<file path="src/core/scs_params.svh">
// constants for the scan sequencer: offsets, fields, resets and timing
`ifndef SCS_PARAMS_SVH
`define SCS_PARAMS_SVH

// register byte offsets
`define SCS_OFF_CTRL      12'h000
`define SCS_OFF_CHAN      12'h004
`define SCS_OFF_NORM_IVL  12'h008
`define SCS_OFF_ACQ_IVL   12'h00C
`define SCS_OFF_WEIGHT    12'h010
`define SCS_OFF_STATUS    12'h014
`define SCS_OFF_MIN_IVL   12'h018
`define SCS_OFF_COUNT     12'h01C

// control register fields
`define SCS_CTRL_VARB     0
`define SCS_CTRL_LINE50   1
`define SCS_CTRL_REARM    2
`define SCS_CTRL_OVR_CLR  3
// channel register fields
`define SCS_CHAN_SET      16
// status register fields
`define SCS_ST_LOCKED     2
`define SCS_ST_BUSY       3
`define SCS_ST_OVR        4
// count register field position of block count
`define SCS_CNT_BLK_LSB   16

// reset values
`define SCS_RST_CTRL      2'h0
`define SCS_RST_WEIGHT    8'h20
`define SCS_RST_IVL       22'h00_0000

// capacity
`define SCS_MAX_CH_A      10'd992
`define SCS_MAX_CH_B      10'd744
`define SCS_NUM_BLOCKS    248
`define SCS_NUM_SLOTS     31

// timing: base tick is one thirty-second of a line cycle
`define SCS_CLK_NS        25
`define SCS_TICK60_NS     520830
`define SCS_TICK50_NS     625000
`define SCS_TICKS_LINE    20'h0_0020
`define SCS_TENTH_T60     8'hC0
`define SCS_TENTH_T50     8'hA0
`define SCS_WEIGHT_PAD    9'h00C
`define SCS_MAX_TENTHS    22'h36_61E0

`endif

</file>
<file path="src/core/scs_pkg.sv">
// types shared by the scan sequencer modules
package scs_pkg;
	typedef enum logic [1:0] {SCS_PRE, SCS_ACQ, SCS_POST} scs_region_e;
	typedef enum logic [1:0] {SCS_WK_IDLE, SCS_WK_SCAN, SCS_WK_WAIT} scs_walk_e;
	typedef logic [9:0] scs_chan_t;
endpackage

</file>
<file path="src/core/scs_chan_map.sv">
// channel configuration bitmap with block and channel occupancy counts
`timescale 1ns/1ps
`default_nettype none
`include "scs_params.svh"
module scs_chan_map
	import scs_pkg::*;
#(
	parameter int NBLK = `SCS_NUM_BLOCKS
) (
	// clock and reset
	input  wire logic       pclk,
	input  wire logic       presetn,
	// configuration update, index is channel number minus one
	input  wire logic       wr_en,
	input  wire logic       wr_set,
	input  wire scs_chan_t  wr_idx,
	// walker lookup
	input  wire scs_chan_t  rd_idx,
	output logic            rd_hit,
	// occupancy
	output scs_chan_t       chan_cnt,
	output logic [7:0]      blk_cnt
);
	logic [3:0] cfg_r [NBLK];   // one nibble per four-channel block
	scs_chan_t  chan_cnt_r;     // configured channels
	scs_chan_t  chan_cnt_nxt;
	logic [7:0] blk_cnt_r;      // non-empty blocks
	logic [7:0] blk_cnt_nxt;
	logic [3:0] old_w;          // addressed block before write
	logic [3:0] new_w;          // addressed block after write

	// counts follow each single write, so no full rescan is needed
	always_comb begin
		old_w = cfg_r[wr_idx[9:2]];
		new_w = old_w;
		new_w[wr_idx[1:0]] = wr_set;
		chan_cnt_nxt = chan_cnt_r;
		blk_cnt_nxt = blk_cnt_r;
		if (wr_en && (old_w != new_w)) begin
			if (wr_set) begin
				chan_cnt_nxt = chan_cnt_r + 10'h001;
			end else begin
				chan_cnt_nxt = chan_cnt_r - 10'h001;
			end
			// block turns occupied or empty
			if (old_w == 4'h0) begin
				blk_cnt_nxt = blk_cnt_r + 8'h01;
			end else if (new_w == 4'h0) begin
				blk_cnt_nxt = blk_cnt_r - 8'h01;
			end
		end
	end

	// bitmap and counters
	always_ff @(posedge pclk or negedge presetn) begin
		if (!presetn) begin
			for (int i = 0; i < NBLK; i++) begin
				cfg_r[i] <= 4'h0;
			end
			chan_cnt_r <= 10'h000;
			blk_cnt_r <= 8'h00;
		end else begin
			if (wr_en) begin
				cfg_r[wr_idx[9:2]] <= new_w;
			end
			chan_cnt_r <= chan_cnt_nxt;
			blk_cnt_r <= blk_cnt_nxt;
		end
	end

	assign rd_hit = cfg_r[rd_idx[9:2]][rd_idx[1:0]];
	assign chan_cnt = chan_cnt_r;
	assign blk_cnt = blk_cnt_r;
endmodule
`default_nettype wire

</file>
<file path="src/core/scs_pacer.sv">
// line-locked time base: minimum-interval pulse and paced scan pulse
`timescale 1ns/1ps
`default_nettype none
`include "scs_params.svh"
module scs_pacer
	import scs_pkg::*;
#(
	parameter int TICK60_CYC = 20834,
	parameter int TICK50_CYC = 25000
) (
	// clock and reset
	input  wire logic        pclk,
	input  wire logic        presetn,
	// configuration
	input  wire logic        line50,
	input  wire logic [19:0] min_ticks,
	input  wire logic [31:0] prog_ticks,
	// pulses
	output logic             min_pulse,
	output logic             scan_due
);
	localparam logic [15:0] P60 = 16'(TICK60_CYC - 1);
	localparam logic [15:0] P50 = 16'(TICK50_CYC - 1);

	logic [15:0] pre_r;       // clock prescaler to base tick
	logic [15:0] pre_nxt;
	logic [19:0] min_r;       // base ticks into minimum interval
	logic [19:0] min_nxt;
	logic [31:0] el_r;        // base ticks since last paced scan
	logic [31:0] el_nxt;
	logic        mp_r;
	logic        mp_nxt;
	logic        due_r;
	logic        due_nxt;
	logic        base;
	logic [31:0] target;

	// paced scans land on minimum-interval boundaries, so a programmed
	// interval rounds up to a whole number of minimum intervals
	always_comb begin
		base = (pre_r == (line50 ? P50 : P60));
		pre_nxt = base ? 16'h0000 : pre_r + 16'h0001;
		min_nxt = min_r;
		el_nxt = el_r;
		mp_nxt = 1'b0;
		due_nxt = 1'b0;
		if (prog_ticks == 32'h0000_0000) begin
			target = {12'h000, min_ticks};
		end else if (prog_ticks < {12'h000, min_ticks}) begin
			target = {12'h000, min_ticks};
		end else begin
			target = prog_ticks;
		end
		if (base) begin
			if (el_r != 32'hFFFF_FFFF) begin
				el_nxt = el_r + 32'h0000_0001;
			end
			if (min_r + 20'h0_0001 >= min_ticks) begin
				mp_nxt = 1'b1;
				min_nxt = 20'h0_0000;
			end else begin
				min_nxt = min_r + 20'h0_0001;
			end
		end
		if (mp_nxt && (el_nxt >= target)) begin
			due_nxt = 1'b1;
			el_nxt = 32'h0000_0000;
		end
	end

	// registers
	always_ff @(posedge pclk or negedge presetn) begin
		if (!presetn) begin
			pre_r <= 16'h0000;
			min_r <= 20'h0_0000;
			el_r <= 32'h0000_0000;
			mp_r <= 1'b0;
			due_r <= 1'b0;
		end else begin
			pre_r <= pre_nxt;
			min_r <= min_nxt;
			el_r <= el_nxt;
			mp_r <= mp_nxt;
			due_r <= due_nxt;
		end
	end

	assign min_pulse = mp_r;
	assign scan_due = due_r;
endmodule
`default_nettype wire

</file>
<file path="src/core/scs_top.sv">
// scan sequencer top: apb registers, trigger regions and channel walker
// Operation
// - walk configured channels in ascending order
// - up to 992 or 744 channels, 31 slots
// - only configured channels measured and delivered
// - one channel set feeds registers and buffer
// - step sequentially, never random access
// - intervals from 99 hours to minimum
// - normal interval before start, after stop
// - acquisition interval between start and stop
// - two intervals: normal then acquisition
// - zero interval selects fast mode
// - both intervals always readable back
// - peak registers refresh every minimum interval
// - blocks of four consecutive channels
// - first variant minimum from occupied blocks
// - track up to 248 blocks
// - second variant ignores channel grouping
// - ceil(blocks/4) times one line cycle
// - channels times (weight+12) times sample
// - refuse configuration while armed or acquiring
//
// The register offsets and the APB interface to the registers are this design's own decisions.
`timescale 1ns/1ps
`default_nettype none
`include "scs_params.svh"
module scs_top
	import scs_pkg::*;
#(
	parameter int TICK60_CYC =
		(`SCS_TICK60_NS + `SCS_CLK_NS - 1) / `SCS_CLK_NS,
	parameter int TICK50_CYC =
		(`SCS_TICK50_NS + `SCS_CLK_NS - 1) / `SCS_CLK_NS
) (
	// clock and reset
	input  wire logic        pclk,
	input  wire logic        presetn,
	// apb slave
	input  wire logic        psel,
	input  wire logic        penable,
	input  wire logic        pwrite,
	input  wire logic [11:0] paddr,
	input  wire logic [31:0] pwdata,
	output logic             pready,
	output logic [31:0]      prdata,
	output logic             pslverr,
	// trigger logic
	input  wire logic        trig_armed,
	input  wire logic        trig_start,
	input  wire logic        trig_stop,
	// measurement path
	output logic             meas_valid,
	output scs_chan_t        meas_chan,
	output logic             meas_to_buf,
	input  wire logic        meas_ready,
	// scan markers
	output logic             hll_tick,
	output logic             buf_scan
);
	// minimum interval in base ticks for the present configuration
	function automatic logic [19:0] min_ticks_f(
		input logic       var_b,
		input logic [7:0] blks,
		input scs_chan_t  chans,
		input logic [7:0] wt
	);
		logic [7:0]  s;
		logic [8:0]  wp;
		logic [19:0] r;
		s = blks + 8'h03;
		wp = {1'b0, wt} + `SCS_WEIGHT_PAD;
		if (var_b) begin
			r = {10'h000, chans} * {11'h000, wp};
		end else begin
			r = {9'h000, s[7:2], 5'h00};
		end
		// an empty scan still keeps one line cycle of pace
		if (r == 20'h0_0000) begin
			r = `SCS_TICKS_LINE;
		end
		return r;
	endfunction

	// register state
	logic [1:0]  ctrl_r;         // variant and line frequency
	logic [1:0]  ctrl_nxt;
	logic [21:0] norm_r;         // normal interval, tenths of a second
	logic [21:0] norm_nxt;
	logic [21:0] acq_r;          // acquisition interval, tenths
	logic [21:0] acq_nxt;
	logic [7:0]  wt_r;           // samples per channel
	logic [7:0]  wt_nxt;
	logic        ovr_r;          // walk still busy when next one due
	logic        ovr_nxt;
	logic [19:0] minv_r;         // registered minimum interval
	logic [19:0] minv_nxt;
	// apb state
	logic        pready_r;
	logic        pready_nxt;
	logic [31:0] prdata_r;
	logic [31:0] prdata_nxt;
	logic        perr_r;
	logic        perr_nxt;
	logic        wok_r;          // write accepted at setup
	logic        wok_nxt;
	// region state
	scs_region_e reg_r;
	scs_region_e reg_nxt;
	// walker state
	scs_walk_e   wk_r;
	scs_walk_e   wk_nxt;
	scs_chan_t   idx_r;          // channel index being examined
	scs_chan_t   idx_nxt;
	logic        mv_r;
	logic        mv_nxt;
	scs_chan_t   mc_r;
	scs_chan_t   mc_nxt;
	logic        mb_r;           // current walk goes to the buffer
	logic        mb_nxt;
	logic        hll_r;
	logic        hll_nxt;
	logic        bs_r;
	logic        bs_nxt;
	// glue
	logic        setup;
	logic        commit;
	logic        locked;
	logic        chan_wr;
	logic        rd_hit;
	scs_chan_t   chan_cnt;
	logic [7:0]  blk_cnt;
	logic        min_pulse;
	logic        scan_due;
	logic [31:0] prog_ticks;
	logic [7:0]  tenth_t;
	logic [21:0] sel_ivl;
	scs_chan_t   max_ch;
	scs_chan_t   wr_ch;
	logic        addr_ok;
	logic        val_ok;
	logic [31:0] rd_val;

	// combinational glue shared by the register and walker processes
	always_comb begin
		setup = psel && !penable && !pready_r;
		commit = psel && penable && pready_r && pwrite && wok_r;
		locked = trig_armed || (reg_r == SCS_ACQ);
		max_ch = ctrl_r[`SCS_CTRL_VARB] ? `SCS_MAX_CH_B
			: `SCS_MAX_CH_A;
		wr_ch = pwdata[9:0] - 10'h001;
		chan_wr = commit && (paddr == `SCS_OFF_CHAN);
		tenth_t = ctrl_r[`SCS_CTRL_LINE50] ? `SCS_TENTH_T50
			: `SCS_TENTH_T60;
		// region picks which interval paces buffered scans
		sel_ivl = (reg_r == SCS_ACQ) ? acq_r : norm_r;
		prog_ticks = {10'h000, sel_ivl} * {24'h00_0000, tenth_t};
	end

	// address decode, write legality and read mux
	always_comb begin
		addr_ok = 1'b1;
		val_ok = 1'b1;
		rd_val = 32'h0000_0000;
		case (paddr)
			`SCS_OFF_CTRL: rd_val = {30'h0000_0000, ctrl_r};
			`SCS_OFF_CHAN: begin
				// channel numbers run from one to the variant limit
				val_ok = !locked && (pwdata[9:0] != 10'h000)
					&& (pwdata[9:0] <= max_ch);
			end
			`SCS_OFF_NORM_IVL: begin
				rd_val = {10'h000, norm_r};
				val_ok = pwdata[21:0] <= `SCS_MAX_TENTHS;
			end
			`SCS_OFF_ACQ_IVL: begin
				rd_val = {10'h000, acq_r};
				val_ok = pwdata[21:0] <= `SCS_MAX_TENTHS;
			end
			`SCS_OFF_WEIGHT: begin
				rd_val = {24'h00_0000, wt_r};
				val_ok = !locked;
			end
			`SCS_OFF_STATUS: begin
				rd_val = {27'h000_0000, ovr_r, (wk_r != SCS_WK_IDLE),
					locked, reg_r};
				val_ok = 1'b0;
			end
			`SCS_OFF_MIN_IVL: begin
				rd_val = {12'h000, minv_r};
				val_ok = 1'b0;
			end
			`SCS_OFF_COUNT: begin
				rd_val = {8'h00, blk_cnt, 6'h00, chan_cnt};
				val_ok = 1'b0;
			end
			default: addr_ok = 1'b0;
		endcase
	end

	// apb handshake: no wait states, pready in the first access cycle, answer decided in the setup cycle
	always_comb begin
		pready_nxt = setup;
		prdata_nxt = (setup && !pwrite) ? rd_val : 32'h0000_0000;
		perr_nxt = setup && (!addr_ok || (pwrite && !val_ok));
		wok_nxt = setup ? (addr_ok && val_ok) : wok_r;
	end

	// software registers
	always_comb begin
		ctrl_nxt = ctrl_r;
		norm_nxt = norm_r;
		acq_nxt = acq_r;
		wt_nxt = wt_r;
		ovr_nxt = ovr_r;
		if (commit) begin
			case (paddr)
				`SCS_OFF_CTRL: begin
					// variant and line change only when unlocked
					if (!locked) begin
						ctrl_nxt = pwdata[1:0];
					end
					if (pwdata[`SCS_CTRL_OVR_CLR]) begin
						ovr_nxt = 1'b0;
					end
				end
				`SCS_OFF_NORM_IVL: norm_nxt = pwdata[21:0];
				`SCS_OFF_ACQ_IVL: acq_nxt = pwdata[21:0];
				`SCS_OFF_WEIGHT: wt_nxt = pwdata[7:0];
				default: ;
			endcase
		end
		// a new overrun wins over a clear in the same cycle
		if (min_pulse && (wk_r != SCS_WK_IDLE)) begin
			ovr_nxt = 1'b1;
		end
		// recomputed every cycle from live counts, variant choice and weight
		minv_nxt = min_ticks_f(ctrl_r[`SCS_CTRL_VARB], blk_cnt,
			chan_cnt, wt_r);
	end

	// trigger regions
	always_comb begin
		reg_nxt = reg_r;
		case (reg_r)
			SCS_PRE: if (trig_start) reg_nxt = SCS_ACQ;
			SCS_ACQ: if (trig_stop) reg_nxt = SCS_POST;
			SCS_POST: begin
				if (commit && (paddr == `SCS_OFF_CTRL)
					&& pwdata[`SCS_CTRL_REARM]) begin
					reg_nxt = SCS_PRE;
				end
			end
			default: reg_nxt = SCS_PRE;
		endcase
	end

	// channel walker: each minimum interval that finds it idle starts one ascending pass
	always_comb begin
		wk_nxt = wk_r;
		idx_nxt = idx_r;
		mv_nxt = mv_r;
		mc_nxt = mc_r;
		mb_nxt = mb_r;
		hll_nxt = 1'b0;
		bs_nxt = 1'b0;
		case (wk_r)
			SCS_WK_IDLE: begin
				if (min_pulse) begin
					wk_nxt = SCS_WK_SCAN;
					idx_nxt = 10'h000;
					mb_nxt = scan_due;
					hll_nxt = 1'b1;
					bs_nxt = scan_due;
				end
			end
			SCS_WK_SCAN: begin
				if (idx_r >= max_ch) begin
					wk_nxt = SCS_WK_IDLE;
				end else if (rd_hit) begin
					mv_nxt = 1'b1;
					mc_nxt = idx_r + 10'h001;
					wk_nxt = SCS_WK_WAIT;
				end else begin
					idx_nxt = idx_r + 10'h001;
				end
			end
			SCS_WK_WAIT: begin
				if (meas_ready) begin
					mv_nxt = 1'b0;
					idx_nxt = idx_r + 10'h001;
					wk_nxt = SCS_WK_SCAN;
				end
			end
			default: wk_nxt = SCS_WK_IDLE;
		endcase
	end

	// all state registers
	always_ff @(posedge pclk or negedge presetn) begin
		if (!presetn) begin
			ctrl_r <= `SCS_RST_CTRL;
			norm_r <= `SCS_RST_IVL;
			acq_r <= `SCS_RST_IVL;
			wt_r <= `SCS_RST_WEIGHT;
			ovr_r <= 1'b0;
			minv_r <= `SCS_TICKS_LINE;
			pready_r <= 1'b0;
			prdata_r <= 32'h0000_0000;
			perr_r <= 1'b0;
			wok_r <= 1'b0;
			reg_r <= SCS_PRE;
			wk_r <= SCS_WK_IDLE;
			idx_r <= 10'h000;
			mv_r <= 1'b0;
			mc_r <= 10'h000;
			mb_r <= 1'b0;
			hll_r <= 1'b0;
			bs_r <= 1'b0;
		end else begin
			ctrl_r <= ctrl_nxt;
			norm_r <= norm_nxt;
			acq_r <= acq_nxt;
			wt_r <= wt_nxt;
			ovr_r <= ovr_nxt;
			minv_r <= minv_nxt;
			pready_r <= pready_nxt;
			prdata_r <= prdata_nxt;
			perr_r <= perr_nxt;
			wok_r <= wok_nxt;
			reg_r <= reg_nxt;
			wk_r <= wk_nxt;
			idx_r <= idx_nxt;
			mv_r <= mv_nxt;
			mc_r <= mc_nxt;
			mb_r <= mb_nxt;
			hll_r <= hll_nxt;
			bs_r <= bs_nxt;
		end
	end

	// configuration store
	scs_chan_map u_map (
		.pclk     (pclk),
		.presetn  (presetn),
		.wr_en    (chan_wr),
		.wr_set   (pwdata[`SCS_CHAN_SET]),
		.wr_idx   (wr_ch),
		.rd_idx   (idx_r),
		.rd_hit   (rd_hit),
		.chan_cnt (chan_cnt),
		.blk_cnt  (blk_cnt)
	);

	// time base
	scs_pacer #(
		.TICK60_CYC (TICK60_CYC),
		.TICK50_CYC (TICK50_CYC)
	) u_pacer (
		.pclk       (pclk),
		.presetn    (presetn),
		.line50     (ctrl_r[`SCS_CTRL_LINE50]),
		.min_ticks  (minv_r),
		.prog_ticks (prog_ticks),
		.min_pulse  (min_pulse),
		.scan_due   (scan_due)
	);

	// outputs straight from flops
	assign pready = pready_r;
	assign prdata = prdata_r;
	assign pslverr = perr_r;
	assign meas_valid = mv_r;
	assign meas_chan = mc_r;
	assign meas_to_buf = mb_r;
	assign hll_tick = hll_r;
	assign buf_scan = bs_r;
endmodule
`default_nettype wire

</file>
<file path="config.mk">
export PLATFORM = sky130hd
export DESIGN_NAME = scs_top
export DESIGN_NICKNAME = d
export VERILOG_FILES = /design/src/core/scs_pkg.sv /design/src/core/scs_chan_map.sv /design/src/core/scs_pacer.sv /design/src/core/scs_top.sv
export VERILOG_INCLUDE_DIRS = /design/src /design/src/core
export SDC_FILE = /design/constraint.sdc
export NUM_CORES = 2
export LEC_CHECK = 0
export BUFFER_PORTS_ARGS = -buffer_cell sky130_fd_sc_hd__buf_2
export CAP_MARGIN = 10
export CORE_AREA = 10 10 432 434
export CTS_CLUSTER_DIAMETER = 40
export DETAILED_ROUTE_END_ITERATION = 7
export DIE_AREA = 0 0 442 444
export MAX_ROUTING_LAYER = met4
export PLACE_DENSITY = 0.51
export SYNTH_ARGS = -nofsm -noshare
export SYNTH_HDL_FRONTEND = slang
export SYNTH_SLANG_ARGS = --single-unit
</file>
<file path="constraint.sdc">
create_clock -name pclk -period 26.8 [get_ports pclk]
set_input_delay 5.36 -clock pclk [delete_from_list [all_inputs] [get_ports pclk]]
set_output_delay 5.36 -clock pclk [all_outputs]
set_load 0.01 [all_outputs]
</file>
After elaboration in Yosys (flattened, before gate mapping)

Cells that the tools add are included.
Widths: inputs -> output; s select.

Output and inout port bits: 48
Bits of input ports: 53
Flip-flop bits (word level): 1218

Equality and inequality tests: 23
Reduce and logical (&&, ||, !) cells: 58
Multipliers: 2
$lt $le $gt $ge: 12
Bitwise gates (word level): 4
Mux-type cells: 63
Add/subtract/negate cells: 11

Operators by type and width:

| cell                  | count |
|---|---|
| $bwmux 992            | 1 |
| $pmux 24 s7           | 1 |
| $mux 32               | 4 |
| $bmux 4 s8            | 2 |
| $mux 30               | 2 |
| $mux 10               | 5 |
| $eq 12x5->1 const B   | 4 |
| $mux 20               | 2 |
| $add 32x1->32 const B | 1 |
| $demux 4 s8           | 1 |
| $ge 32x30->1          | 1 |
| $logic_not 32->1      | 1 |
| $ne 32x32->1 const B  | 1 |
| $lt 30x20->1          | 1 |
| $mul 22x8->30         | 1 |
| $pmux 10 s3           | 1 |
| $eq 12x4->1 const B   | 2 |
| $le 22x22->1 const B  | 1 |
| $mux 22               | 1 |
| $add 10x1->10 const B | 2 |
| $add 20x1->20 const B | 1 |
| $ge 20x20->1          | 1 |
| $logic_and 1x1->1     | 20 |
| $logic_not 20->1      | 1 |
| other kinds (53)      | 115 |

Depth between registers and ports, before layout

Depth after elaboration: 10
Gate-level depth with buffers: 42
Gate-level depth less buffers: 38

Modules after synthesis

From an unflattened synthesis, not the netlist that was laid out.

Cell total of the unflattened synthesis: 6933
Area total of the unflattened synthesis: 71826.4 um^2

By module, submodules not included:

| module       | area an instance (um^2) | cells each | seq. area each (um^2) | times used |
|---|---|---|---|---|
| scs_chan_map | 54247.0                 | 5028       | 25274.2               | 1 |
| scs_top      | 11890.2                 | 1240       | 3230.6                | 1 |
| scs_pacer    | 5689.2                  | 665        | 1751.7                | 1 |

Worst setup path before layout

OpenSTA, ideal clock, no wires.

Path type: in2reg
From: input pwdata[3]
To: register u_map.blk_cnt_r[7] (netlist: u_map.blk_cnt[7])
Slack: 16.764 ns
Library setup time: 0.123 ns
Path buffers: 4
Stages: 22
Data arrival time: 9.913 ns
Cell sequence: buf_2 clkbuf_1 clkbuf_1 clkbuf_1 mux2_2 a222oi_1 o22ai_1 o21ai_0 nand4_1 nor4_1 nand4_1 ha_1 a21o_1 a21o_1 a21o_1 a21oi_1 o21bai_1 a21oi_1 nand2_1 nor2_1 o21ai_1 xnor2_1

Word-level cells in the longest chain between the ends: 9

RTL lines:

| what                                                                    | line                                   | RTL |
|---|---|---|
| start: declaration                                                      | scs_top.sv:43                          | `input wire logic [31:0] pwdata,` |
| $sub 10x1->10 *                                                         | scs_top.sv:150                         | `wr_ch = pwdata[9:0] - 10'h001;` |
| $not 8->9 (not written as such) *                                       | scs_chan_map.sv:34                     | `old_w = cfg_r[wr_idx[9:2]];` |
| $bmux 4 s8 *                                                            | scs_chan_map.sv:34                     |  |
| $mux 4 (not written as such) * (2 in a row)                             | scs_chan_map.sv:34                     |  |
| $bwmux 4                                                                | scs_chan_map.sv:36                     | `new_w[wr_idx[1:0]] = wr_set;` |
| $logic_not 4->1 or $ne 4x4->1 (tied branches)                           | scs_chan_map.sv:48, scs_chan_map.sv:39 |  |
| $reduce_bool 2->1 (no source line) or $logic_and 1x1->1 (tied branches) | --                                     |  |
| $reduce_and 2->1 (no source line)                                       | --                                     |  |
| end signal: assignment                                                  | scs_chan_map.sv:67                     | `blk_cnt_r <= blk_cnt_nxt;` |
| end: declaration                                                        | scs_chan_map.sv:27                     | `logic [7:0] blk_cnt_r;` |

Every way passes the cells marked *; elsewhere a longest branch is shown, timed or not. The select of a mux whose other input is x is not followed.
A chain may end at the register's enable or synchronous reset.

Final worst setup path

Same ends and word-level chain as after synthesis.

==> impl_metrics.yaml <==
placed_design:
  place.port_buffers: 82
  placedCellCount: 8351
  gp_congestion: 0.852
  dpl_cell_area_mm2: 0.0732
  dp_hpwl_mm: 151
critical_path:
  cp-end-kind: "flip-flop"
  cp_max_fo: 59
  path_class: "input port to flip-flop"
  crit_arrival_ns: 12.98
  critPathRequiredTime_ns: 27.52
  timing.rr.end: "u_pacer.scan_due$_DFF_PN0_"
  rrSetupSlack_ns: 15.80
  critPathLaunch: "pwdata[3]"
  rr_worst_depth: 36
  reg2reg_from: "reg_r[0]$_DFFE_PN0P_"
  cp-start-kind: "input port"
floorplan:
  core_area_mm2: 0.178
  die_h_um: 444
  die_area_mm2: 0.196
  start_util_pct: 39.8
  die-width_um: 442
  rows: 155
  io_pins: 101
power:
  p_leak_nw: 35.9
  pwr_density_cell_mw_per_mm2: 63.6
  ir_worst_vdd_mv: 0.0598
grt:
  first_global_vias: 53900
  grt_max_degree: 213
  antenna_found_initial: 13
  gr-usage-all-layers_pct: 24.5
  grt_pass1_wl_mm: 360
  grt-ovfl-total: 0
route:
  wirelength_mm: 239
  wire_per_inst_um: 27.4
  drt-pass1-iter-count: 8
  antenna_left: 0
  drt-initial-drc-count: 6090
  routed_via_density: 6.11
  vias: 53300
  drc: 24
worst_hold_path:
  hp-class: "flip-flop to flip-flop"
  worstHoldPathCells: 1
  whs_endpoint: "u_pacer.pre_r[15]$_DFF_PN0_"
  hp-start: "u_pacer.pre_r[15]$_DFF_PN0_"
timing:
  fin_crit_ns: 12.26
  finalSetupTns_ns: 0
  period_share_pct: 45.7
  hold_viol: 0
  rsz0062_at_grt: "no"
  relSlewSlack_pct: 14.4
  hold_ws_ns: 0.482
  slew_viol_final: 0
  fmax_ghz: 0.0816
  tightest_slew_ns: 1.28
  setup_viol: 0
  finClkSkew_ns: 0.0400
status:
  status: "finished with violations"
  failed_checks: "design-rule violations"
yosys:
  synth-async-reset-ratio_pct: 100
  ys_seq_area_share_pct: 42.8
  syn-cell-area_mm2: 0.0707
  synthCells: 6282
  yosys.cell_types.count: 86
  synth-seq-cells: 1209
  synth_edf_count: 0
  ys_warn_count: 0
  synth_ff_type: "dfrtp_1"
  avgSynthCellArea_um2: 11.3
cts:
  cts_buffers: 198
  cts_buffer_depth: 3
  clk_latency_ns: 0.83
  clkTransAtPathRegs_ns: 0.05
  clock-sinks: 1209
  cts_tree: "done"
  htree_levels: 4
  hold_buffers: 0
  postCtsResizedCells: 0
  post-cts-setup-buffer-count: 0
  root_buffer: "clkbuf_16"
layout:
  final_common_cell: "dfrtp_1"
  areaGrowthSynthToFinish_pct: 13.9
  fin_util_pct: 45.3
  final_cells: 8726
  layout-drive-gt1-share_pct: 27.2
  nets: 6542
  layout_common_cells: "dfrtp_1 (1202), mux2_2 (805), nand2_1 (768), o21ai_0 (580), mux4_2 (300)"
  final.fill_count: 16500
  final_area_mm2: 0.0805
run:
  maxCapViolations: 0
[cells by family (layout without fill, tap and decap cells)]
group / Yosys count / in the layout / synth area share, %
other: 1 / 12 / 0.00530
and+or+nand+nor: 1327 / 1327 / 8.19
xor gates and xnor gates: 120 / 120 / 1.49
AOI/OAI and AO/OA: 1376 / 1376 / 13.0
adders and majority gates: 292 / 292 / 6.03
muxes: 1244 / 1244 / 24.4
buffers and inverters: 713 / 791 / 4.17
DFF: 1209 / 1209 / 42.8
[power by group]
part | switching [mW] | total, mW | internal (mW)
Sequential | 0.0234 | 1.86 | 1.84
Clock | 1.01 | 2.80 | 1.79
Combinational | 0.327 | 0.465 | 0.138
Total | 1.36 | 5.12 | 3.77
[critical path, cell delays in order]
cell	delay [ns]
buf_8	0.43
inv_1	0.30
mux2_8	0.56
buf_4	0.49
buf_4	0.48
a222oi_1	0.59
o22ai_1	0.14
o21ai_0	0.43
a41oi_1	0.47
nor4_2	0.79
nand4_1	0.74
ha_1	0.54
a21o_1	0.17
a21o_1	0.19
a21o_1	0.18
a21oi_1	0.21
o21bai_1	0.10
a21oi_1	0.19
nand2_1	0.07
nor2_1	0.11
o21ai_1	0.09
xnor2_1	0.17
[worst max path at each step]
stage / end / slack [ns]
floorplan: u_map.blk_cnt[7]$_DFFE_PN0P_ / 16.76
global placement: u_map.blk_cnt[7]$_DFFE_PN0P_ / 13.82
detailed placement: u_map.blk_cnt[7]$_DFFE_PN0P_ / 13.80
CTS: u_map.blk_cnt[7]$_DFFE_PN0P_ / 14.69
global route: u_map.blk_cnt[7]$_DFFE_PN0P_ / 14.31
finish: u_map.blk_cnt[7]$_DFFE_PN0P_ / 14.54
[registers in the layout, summed over array words and instances, names as in the netlist, 16 cells and up]
name / flops
u_pacer.el_r: 32
minv_r: 19
acq_r: 22
u_pacer.pre_r: 16
norm_r: 22
prdata: 24
u_pacer.min_r: 20
u_map.cfg_r: 992
[layout make-up]
class / instances / area (µm²) / area share [%]
multi-input cells: 4368 / 37800 / 46.9
flip-flops and latches: 1209 / 30300 / 37.6
clock buffers: 241 / 5380 / 6.68
well taps: 2355 / 2950 / 3.66
clock inverters: 130 / 1900 / 2.36
repair buffers: 197 / 1420 / 1.77
inverters: 223 / 837 / 1.04
diodes: 3 / 7.51 / 0.00932
[layer usage]
metal  up-vias  track usage [%]  share of wire, %
met4         0             9.98               4.2
met2      2073             39.0                48
li1      23300                -                 -
met3       516             3.77               6.6
met1     27500             31.2                42
met5         -                -                 0
[metrics by stage]
step / power, mW / setup slack (ns)
2_1_floorplan: 2.17 / 16.76
3_3_place_gp: 2.36 / 13.82
4_1_cts: 5.17 / 14.69
3_5_place_dp: 2.36 / 13.80
6_report: 5.12 / 14.54
5_1_grt: 5.28 / 14.31
[Yosys cell counts, drive strengths merged, types with 126 or more instances]
| library cell | instances | share of area (%) |
|---|---|---|
| nor2 | 218 | 1.2 |
| a222oi | 242 | 3.4 |
| mux4 | 300 | 9.6 |
| o21ai | 596 | 4.2 |
| inv | 220 | 1.2 |
| clkbuf | 343 | 1.8 |
| mux2i | 126 | 1.8 |
| mux2 | 818 | 13 |
| o22ai | 129 | 1.1 |
| nand2 | 771 | 4.1 |
| buf | 147 | 1.2 |
| dfrtp | 1207 | 43 |
| ha | 211 | 3.7 |
Note: power is estimated with default switching activity, not from simulation.
